## config.mk

```make
export PLATFORM = sky130hd
export DESIGN_NAME = mmcr_memory_map_config_regs
export DESIGN_NICKNAME = d
export VERILOG_FILES = /design/src/core/mmcr_pkg.sv /design/src/core/mmcr_memory_map_config_regs.sv
export VERILOG_INCLUDE_DIRS = /design/src /design/src/core
export SDC_FILE = /design/constraint.sdc
export NUM_CORES = 1
export LEC_CHECK = 0
export BUFFER_PORTS_ARGS = -buffer_cell sky130_fd_sc_hd__buf_2
export CORE_AREA = 2 2 88 90
export DETAILED_ROUTE_END_ITERATION = 7
export DIE_AREA = 0 0 90 92
export GPL_ROUTABILITY_DRIVEN = 0
export PLACE_DENSITY = 0.84
export SLEW_MARGIN = 15
export SYNTH_ARGS = -nofsm -noshare
export SYNTH_HDL_FRONTEND = slang
export SYNTH_SLANG_ARGS = --single-unit
export TNS_END_PERCENT = 1
```

## constraint.sdc

```tcl
create_clock -name clk -period 3.6 [get_ports clk]
set_clock_uncertainty 0.1 [all_clocks]
set_input_delay 0.9 -clock clk [delete_from_list [all_inputs] [get_ports clk]]
set_output_delay 0.9 -clock clk [all_outputs]
set_load 0.03 [all_outputs]
```

## src/core/mmcr_consts.svh

```systemverilog
// Constants of the memory-map configuration register bank
`ifndef MMCR_CONSTS_SVH
`define MMCR_CONSTS_SVH
// Register indices; byte offset within the block is four times the index
`define MMCR_IDX_EE_PLACE   5'h12
`define MMCR_IDX_SYS_OPT    5'h13
`define MMCR_IDX_TEST0      5'h14
`define MMCR_IDX_TEST1      5'h17
`define MMCR_IDX_MEMSIZE    5'h1c
// Field positions
`define MMCR_EE_BASE_HI     7
`define MMCR_EE_BASE_LO     3
`define MMCR_EE_EN_BIT      0
`define MMCR_STR_HI         3
`define MMCR_STR_LO         2
`define MMCR_UPPER_BIT      1
`define MMCR_FLASH_BIT      0
// Reset values
`define MMCR_STR_RESET      2'h3
`define MMCR_RAM_PLACE_RST  8'h09
// Bus answers
`define MMCR_RESP_OKAY      2'h0
`define MMCR_RESP_SLVERR    2'h2
`endif

```

## src/core/mmcr_pkg.sv

```systemverilog
// Types shared by the memory-map configuration register bank
package mmcr_pkg;
   // Operating mode of the chip
   typedef enum logic [2:0] {
      mmcr_normal_single,
      mmcr_normal_expanded,
      mmcr_peripheral,
      mmcr_emul_single,
      mmcr_emul_expanded,
      mmcr_special_single,
      mmcr_special_expanded,
      mmcr_special_test
   } mmcr_mode_t;
endpackage : mmcr_pkg

```

## src/core/mmcr_memory_map_config_regs.sv

```systemverilog
// Memory-map configuration register bank with an AXI4-Lite slave
//
// Register access over AXI4-Lite was decided locally.
`include "mmcr_consts.svh"
module mmcr_memory_map_config_regs #(
   parameter logic [7:0] EE_PLACE_RESET  = 8'h01, // Integration choice
   parameter bit         EE_POS_ONCE     = 1'b0,  // Position write-once
   parameter logic       FLASH_EN_EXPAND = 1'b0   // Flash reset, expanded
) (
   // Clock and reset
   input  wire logic               clk,
   input  wire logic               rstn,
   // Write address channel
   input  wire logic [15:0]        awaddr,
   input  wire logic               awvalid,
   output logic                    awready,
   // Write data channel
   input  wire logic [31:0]        wdata,
   input  wire logic [3:0]         wstrb,
   input  wire logic               wvalid,
   output logic                    wready,
   // Write response channel
   output logic [1:0]              bresp,
   output logic                    bvalid,
   input  wire logic               bready,
   // Read address channel
   input  wire logic [15:0]        araddr,
   input  wire logic               arvalid,
   output logic                    arready,
   // Read data channel
   output logic [31:0]             rdata,
   output logic [1:0]              rresp,
   output logic                    rvalid,
   input  wire logic               rready,
   // Core context
   input  wire mmcr_pkg::mmcr_mode_t mode,
   input  wire logic [4:0]         reg_block_base,
   input  wire logic [4:0]         ram_placement,
   input  wire logic               ram_high_align,
   // Integration size switches at the core boundary
   input  wire logic               register_space_size,
   input  wire logic [1:0]         eeprom_space_size,
   input  wire logic [2:0]         ram_space_size,
   // Decode controls
   output logic [4:0]              eeprom_base_bits,
   output logic                    eeprom_map_enable,
   output logic [1:0]              external_stretch_count,
   output logic                    flash_upper_half_only,
   output logic                    flash_map_enable,
   output logic [15:0]             ram_base_addr
);

   ////////////////////////////////////////////////////////////////////
   // Storage
   logic [7:0] ee_place;        // Eeprom placement register
   logic [1:0] stretch;         // Stretch field
   logic       upper_only;      // Upper-half flash select
   logic       flash_en;        // Flash enable
   logic       ee_pos_done;     // Position written once
   logic       sys_opt_done;    // Option register written once
   logic       init_done;       // Mode-dependent reset applied
   logic [5:0] sw_meta;         // Switch synchroniser, first stage
   logic [5:0] sw_sync;         // Switch synchroniser, second stage
   logic       aw_held;         // Write address captured
   logic       w_held;          // Write data captured
   logic [15:0] aw_addr;        // Captured write address
   logic [7:0] w_byte;          // Captured low data byte
   logic       w_lane0;         // Captured low byte strobe

   ////////////////////////////////////////////////////////////////////
   // Mode and address decode
   wire is_special = (mode == mmcr_pkg::mmcr_special_single) ||
                     (mode == mmcr_pkg::mmcr_special_expanded) ||
                     (mode == mmcr_pkg::mmcr_special_test);
   // Single chip and peripheral: stretch has no meaning
   wire stretch_quiet = (mode == mmcr_pkg::mmcr_normal_single) ||
                        (mode == mmcr_pkg::mmcr_peripheral) ||
                        (mode == mmcr_pkg::mmcr_emul_single) ||
                        (mode == mmcr_pkg::mmcr_special_single);
   // Block hit: base bits match, offset within the word window
   wire aw_in_blk = (aw_addr[15:11] == reg_block_base) &&
                    (aw_addr[10:7] == 4'h0);
   wire ar_in_blk = (araddr[15:11] == reg_block_base) &&
                    (araddr[10:7] == 4'h0);
   wire [4:0] aw_idx = aw_addr[6:2];
   wire [4:0] ar_idx = araddr[6:2];
   wire do_wr  = aw_held && w_held && !bvalid;
   wire wr_ok  = do_wr && aw_in_blk && w_lane0;
   wire wr_ee  = wr_ok && (aw_idx == `MMCR_IDX_EE_PLACE);
   wire wr_opt = wr_ok && (aw_idx == `MMCR_IDX_SYS_OPT);
   // Position field lock; enable bit never locks
   wire ee_pos_open  = !EE_POS_ONCE || is_special || !ee_pos_done;
   wire sys_opt_open = is_special || !sys_opt_done;
   // Mapped write locations answer OKAY, the rest SLVERR
   wire aw_mapped = aw_in_blk && ((aw_idx == `MMCR_IDX_EE_PLACE) ||
                    (aw_idx == `MMCR_IDX_SYS_OPT) ||
                    (aw_idx == `MMCR_IDX_TEST0) ||
                    (aw_idx == `MMCR_IDX_TEST1) ||
                    (aw_idx == `MMCR_IDX_MEMSIZE));
   wire [7:0] opt_value = {4'h0, stretch, upper_only, flash_en};
   wire [7:0] size_value = {sw_sync[5], 1'b0, sw_sync[4:3],
                            1'b0, sw_sync[2:0]};
   // Read selection
   wire hit_ee   = ar_in_blk && (ar_idx == `MMCR_IDX_EE_PLACE);
   wire hit_opt  = ar_in_blk && (ar_idx == `MMCR_IDX_SYS_OPT);
   wire hit_tst  = ar_in_blk && ((ar_idx == `MMCR_IDX_TEST0) ||
                                 (ar_idx == `MMCR_IDX_TEST1));
   wire hit_size = ar_in_blk && (ar_idx == `MMCR_IDX_MEMSIZE);
   wire [7:0] rd_byte = hit_ee   ? {ee_place[7:3], 2'h0, ee_place[0]} :
                        hit_opt  ? opt_value :
                        hit_size ? size_value : 8'h00;
   wire rd_mapped = hit_ee || hit_opt || hit_tst || hit_size;
   // Mode-dependent flash enable at reset
   wire flash_rst = (mode == mmcr_pkg::mmcr_special_test) ? 1'b0 :
                    ((mode == mmcr_pkg::mmcr_normal_single) ||
                     (mode == mmcr_pkg::mmcr_peripheral) ||
                     (mode == mmcr_pkg::mmcr_special_single)) ? 1'b1 :
                    FLASH_EN_EXPAND;

   ////////////////////////////////////////////////////////////////////
   // Ram placement arithmetic in 2K units
   wire [2:0] ram_code = sw_sync[2:0];
   // Region size in 2K units: 1, 2, 4 or 8
   wire [4:0] region = (ram_code == 3'h0) ? 5'h01 :
                       (ram_code == 3'h1) ? 5'h02 :
                       (ram_code[2] == 1'b0) ? 5'h04 : 5'h08;
   wire [4:0] alloc = {2'h0, ram_code} + 5'h01;
   // Placement bits above the region are used
   wire [4:0] pos_used = ram_placement & ~(region - 5'h01);
   // Spare space below the array when aligned high
   wire [4:0] gap = ram_high_align ? (region - alloc) : 5'h00;
   wire [4:0] ram_units = pos_used + gap;

   ////////////////////////////////////////////////////////////////////
   // Size switch synchroniser
   always_ff @(posedge clk or negedge rstn) begin
      if (!rstn) begin
         sw_meta <= 6'h00;
         sw_sync <= 6'h00;
      end else begin
         sw_meta <= {register_space_size, eeprom_space_size, ram_space_size};
         sw_sync <= sw_meta;
      end
   end

   ////////////////////////////////////////////////////////////////////
   // Eeprom placement register
   always_ff @(posedge clk or negedge rstn) begin
      if (!rstn) begin
         ee_place    <= EE_PLACE_RESET & 8'hf9;
         ee_pos_done <= 1'b0;
      end else if (wr_ee) begin
         // Enable bit takes every write
         ee_place[`MMCR_EE_EN_BIT] <= w_byte[`MMCR_EE_EN_BIT];
         if (ee_pos_open) begin
            ee_place[`MMCR_EE_BASE_HI:`MMCR_EE_BASE_LO] <=
               w_byte[`MMCR_EE_BASE_HI:`MMCR_EE_BASE_LO];
         end
         ee_pos_done <= 1'b1;
      end
   end

   ////////////////////////////////////////////////////////////////////
   // System option register
   always_ff @(posedge clk or negedge rstn) begin
      if (!rstn) begin
         stretch      <= `MMCR_STR_RESET;
         upper_only   <= 1'b0;
         flash_en     <= 1'b0;
         sys_opt_done <= 1'b0;
         init_done    <= 1'b0;
      end else if (!init_done) begin
         // Load the mode-dependent flash enable after release
         flash_en  <= flash_rst;
         init_done <= 1'b1;
      end else if (wr_opt && sys_opt_open) begin
         stretch      <= w_byte[`MMCR_STR_HI:`MMCR_STR_LO];
         upper_only   <= w_byte[`MMCR_UPPER_BIT];
         flash_en     <= w_byte[`MMCR_FLASH_BIT];
         sys_opt_done <= 1'b1;
      end
   end

   ////////////////////////////////////////////////////////////////////
   // Decode outputs, one cycle behind the registers
   always_ff @(posedge clk or negedge rstn) begin
      if (!rstn) begin
         eeprom_base_bits       <= 5'h00;
         eeprom_map_enable      <= 1'b0;
         external_stretch_count <= 2'h0;
         flash_upper_half_only  <= 1'b0;
         flash_map_enable       <= 1'b0;
         ram_base_addr          <= 16'h0000;
      end else begin
         eeprom_base_bits  <= ee_place[`MMCR_EE_BASE_HI:`MMCR_EE_BASE_LO];
         eeprom_map_enable <= ee_place[`MMCR_EE_EN_BIT];
         // Stretch forced to zero where it has no effect
         external_stretch_count <= stretch_quiet ? 2'h0 : stretch;
         flash_upper_half_only  <= upper_only;
         flash_map_enable       <= flash_en;
         ram_base_addr          <= {ram_units, 11'h000};
      end
   end

   ////////////////////////////////////////////////////////////////////
   // Write channels: address and data in either order
   always_ff @(posedge clk or negedge rstn) begin
      if (!rstn) begin
         awready <= 1'b1;
         wready  <= 1'b1;
         aw_held <= 1'b0;
         w_held  <= 1'b0;
         aw_addr <= 16'h0000;
         w_byte  <= 8'h00;
         w_lane0 <= 1'b0;
         bvalid  <= 1'b0;
         bresp   <= `MMCR_RESP_OKAY;
      end else begin
         // Capture the address
         if (awvalid && awready) begin
            aw_addr <= awaddr;
            aw_held <= 1'b1;
            awready <= 1'b0;
         end
         // Capture the data byte
         if (wvalid && wready) begin
            w_byte  <= wdata[7:0];
            w_lane0 <= wstrb[0];
            w_held  <= 1'b1;
            wready  <= 1'b0;
         end
         // Both present: registers update, response raised
         if (do_wr) begin
            aw_held <= 1'b0;
            w_held  <= 1'b0;
            bvalid  <= 1'b1;
            bresp   <= aw_mapped ? `MMCR_RESP_OKAY : `MMCR_RESP_SLVERR;
         end
         // Response taken: reopen both channels
         if (bvalid && bready) begin
            bvalid  <= 1'b0;
            awready <= 1'b1;
            wready  <= 1'b1;
         end
      end
   end

   ////////////////////////////////////////////////////////////////////
   // Read channels
   always_ff @(posedge clk or negedge rstn) begin
      if (!rstn) begin
         arready <= 1'b1;
         rvalid  <= 1'b0;
         rdata   <= 32'h0000_0000;
         rresp   <= `MMCR_RESP_OKAY;
      end else if (arvalid && arready) begin
         // Answer on the next edge
         arready <= 1'b0;
         rvalid  <= 1'b1;
         rdata   <= {24'h00_0000, rd_byte};
         rresp   <= rd_mapped ? `MMCR_RESP_OKAY : `MMCR_RESP_SLVERR;
      end else if (rvalid && rready) begin
         rvalid  <= 1'b0;
         arready <= 1'b1;
      end
   end
endmodule : mmcr_memory_map_config_regs

```

==> impl_results.md <==
- Critical path's top delay family: adder cells
- Number of remaining DRC errors: 0
- H-tree levels: 3
- IO Pins: between 150 and 200
- Max Slew Vio Count: 0
- Share of cells above drive strength 1: about two fifths
- Seq cells post-synth: 79
- Peak VDD IR: roughly 0.43 mV
- Post-synth cell types: 43
- Vias in the first global route: about 2300
- Post-synth top cells: dfrtp_1, buf_4, mux2_2
- Clock slew at reported path FFs: roughly 0.070 ns
- Die width: roughly 90 µm
- Mapped Cells: ~280
- N_diodes: 0
- GRT Resource Usage Total: about 17%
- Synth Flop Type: dfrtp_1
- Post-DRT Antenna Nets: 0
- Final WL: about 6600 µm
- Core area: between 0.007 and 0.008 mm²
- Worst path required time: 3.77 ns
- Max Freq: between 300 and 400 MHz
- Syn-to-layout area delta: 18.5%
- CP Capture Type: register
- Count of final setup violators: 0
- Standard-cell rows: 32
- Worst Max-Slew Pin Slew: about 0.95 ns
- Most common cell in the netlist: dfrtp_1
- Syn Std Cell Area: roughly 0.0036 mm²
- Number of flops mapped to enable cells by yosys: 0
- TNS Setup: 0 ns
- Hold Crit Class: register to register
- Max Cap Viol: 0
- Seq/Total Area, Yosys: between 50% and 60%
- Asr flop ratio synth: 100%
- Final Non-Filler Cells: ~500
- Static Leak: 2.16 nW
- Worst hold margin: 0.254 ns
- Postcts setup bufs: 0
- Post-cts sizing count: 0
- PortBufs: 93
- CP startpoint: sw_sync[2]
- Post-layout util: between 50% and 60%
- Most frequent CP cell: inv_1
- Initial detailed-routing violation count: roughly 110
- Sink Count: 79
- CTS buffer count: 9
- Grt ovf: 0
- Clock tree buffer depth: 2
- Data arrival, critical path: approximately 2.7 ns
- Buf+Inv Stages, Crit Path: 3
- Final Critical Period: between 2 and 3 ns
- Area contributors post-synth: dfrtp_1, mux2_2, buf_4, dfstp_2, xnor2_1
- Status: completed
- RSZ-0062 raised after global routing: no
- Die area: around 0.0083 mm²
- Crit-path cells: nor2_1 -> inv_1 -> nor2_1 -> ha_1 -> and2_1 -> ha_1 -> inv_1 -> fa_1 -> inv_1 -> a21o_1 -> a21oi_1 -> xnor2_1
- Number of instances in the placed design: between 400 and 500
- Worst-path fanout max: 5
- Setup CP Type: register to register
- CP max stage delay: 0.42 ns
- Worst Setup Start Kind: register
- Global-route wire length before repair: between 10000 and 15000 µm
- Crit Reg-Reg Startpoint: sw_sync[2]
- Slowest CP cell: dfrtp_1
- Die span in y: slightly above 90 µm
- Via count: about 2300
- Area leader, netlist: dfrtp_1
- Slew HR: 36.8%
- Initial Util: approximately 48%
- Avg Cell Area, Syn: about 13 µm²
- Clock Latency Late Sink: around 0.34 ns
- Initial antenna violation count: 0
- Largest net degree at the start of global routing: 80
- Pwr dens: roughly 560 mW/mm²
- Final hold violation count: 0
- Synth top area share: roughly 50%
- # hold bufs at CTS: 0
- CTS tree: built
- CTS root buf: clkbuf_8
- Synth warn: 0
- Initial DRT Pass Iterations: 4
- Period Utilization, post-route: roughly 71%
- Via density: between 4 and 5
- Fin nets: between 400 and 500
- WL/cell: 13.4 µm
- Hold_sp: sw_meta[0]
- DP Wirelength: ~5000 µm
[worst reg2reg max path, stage by stage (launching register included)]
cell and delay [ns]:
dfrtp_1 0.42, nor2_1 0.26, inv_1 0.13, nor2_1 0.12, ha_1 0.24, and2_1 0.16, ha_1 0.21, inv_1 0.08
fa_1 0.22, inv_1 0.06, a21o_1 0.16, a21oi_1 0.19, xnor2_1 0.13
[state kept, by name (all words and copies together), names as in the netlist, 2 cells and up]
| register | count |
|---|---|
| w_byte | 8 |
| external_stretch_count | 2 |
| eeprom_base_bits | 5 |
| sw_meta | 6 |
| ram_base_addr | 5 |
| rdata | 8 |
| stretch | 2 |
| sw_sync | 6 |
| aw_addr | 14 |
| ee_place | 6 |
[per-stage QoR]
step	instance area (µm²)	power (W)	worst slack, ns
CTS	4210	0.00237	1.12
global route	4210	0.00248	0.942
global placement	4000	0.00164	1.02
finish	4210	0.00235	1.06
detailed placement	4000	0.00167	0.947
floorplan	3690	0.00155	1.33
[final cells by class]
| cell class | count | area (µm²) |
|---|---|---|
| Fill cell | 633 | 3240 |
| Inverter | 13 | 48.8 |
| Clock inverter | 6 | 85.1 |
| Tap cell | 102 | 128 |
| Timing Repair Buffer | 93 | 468 |
| Clock buffer | 10 | 128 |
| Multi-Input combinational cell | 189 | 1370 |
| Sequential cell | 79 | 1980 |
[power breakdown]
group / leakage, nW / internal [W] / switching (W)
registers: 0.982 / 0.00106 / 0.000109
clock network: 0.102 / 0.000388 / 0.000306
logic: 1.08 / 0.000224 / 0.000254
[cell families after synthesis]
group                    after synthesis  share of synthesized area [%]
buffers and inverters                 52                           9.40
adder cells (fa/ha/maj)                8                           3.03
AND/OR/NAND/NOR                       57                           9.97
flip-flops                            79                           55.9
AO/OA/AOI/OAI                         35                           6.16
XOR/XNOR                              15                           3.70
multiplexers                          36                           11.7
other                                  2                          0.211
[layout by cell type, fill, tap and decap left out, drive strengths merged, types with 2 or more instances in the layout]
cell      synthesis  final
nor4              3      3
clkinv            0      2
mux2             34     34
dfstp             6      6
nand3             3      3
xnor2            13     13
o31ai             2      2
a21oi             6      6
nand3b            3      3
dfrtp            73     73
bufinv            0      2
mux2i             2      2
clkbuf            2     10
nand4             3      3
clkinvlp          0      2
nor2b             6      6
xor2              2      2
nor2              6      6
ha                7      7
nand2b            3      3
nor3              2      2
inv              13     13
a32oi             2      2
conb              2     38
nand2            21     21
a21o              4      4
buf              37     93
o21ai            14     14
a22o              4      4
[layer usage]
layer / vias up / share of wire [%] / track usage, %
met1: 1115 / 40 / 20.0
met2: 99 / 51 / 28.7
met4: 0 / 3.0 / 8.33
met5: - / 0 / 0
met3: 17 / 5.6 / 3.62
li1: 1096 / - / -
[final timing paths]
path	cells after the start	to	slack [ns]
setup / recovery	12	ram_base_addr[15]	1.06
hold / removal	0	sw_sync[0]	0.25
setup reg to reg	12	ram_base_addr[15]	1.06
hold reg to reg	0	sw_sync[0]	0.25
max in group asynchronous	1	ee_place[5]	2.19
min in group asynchronous	1	aw_addr[12]	0.59
Power figures use the tool's default switching activity.
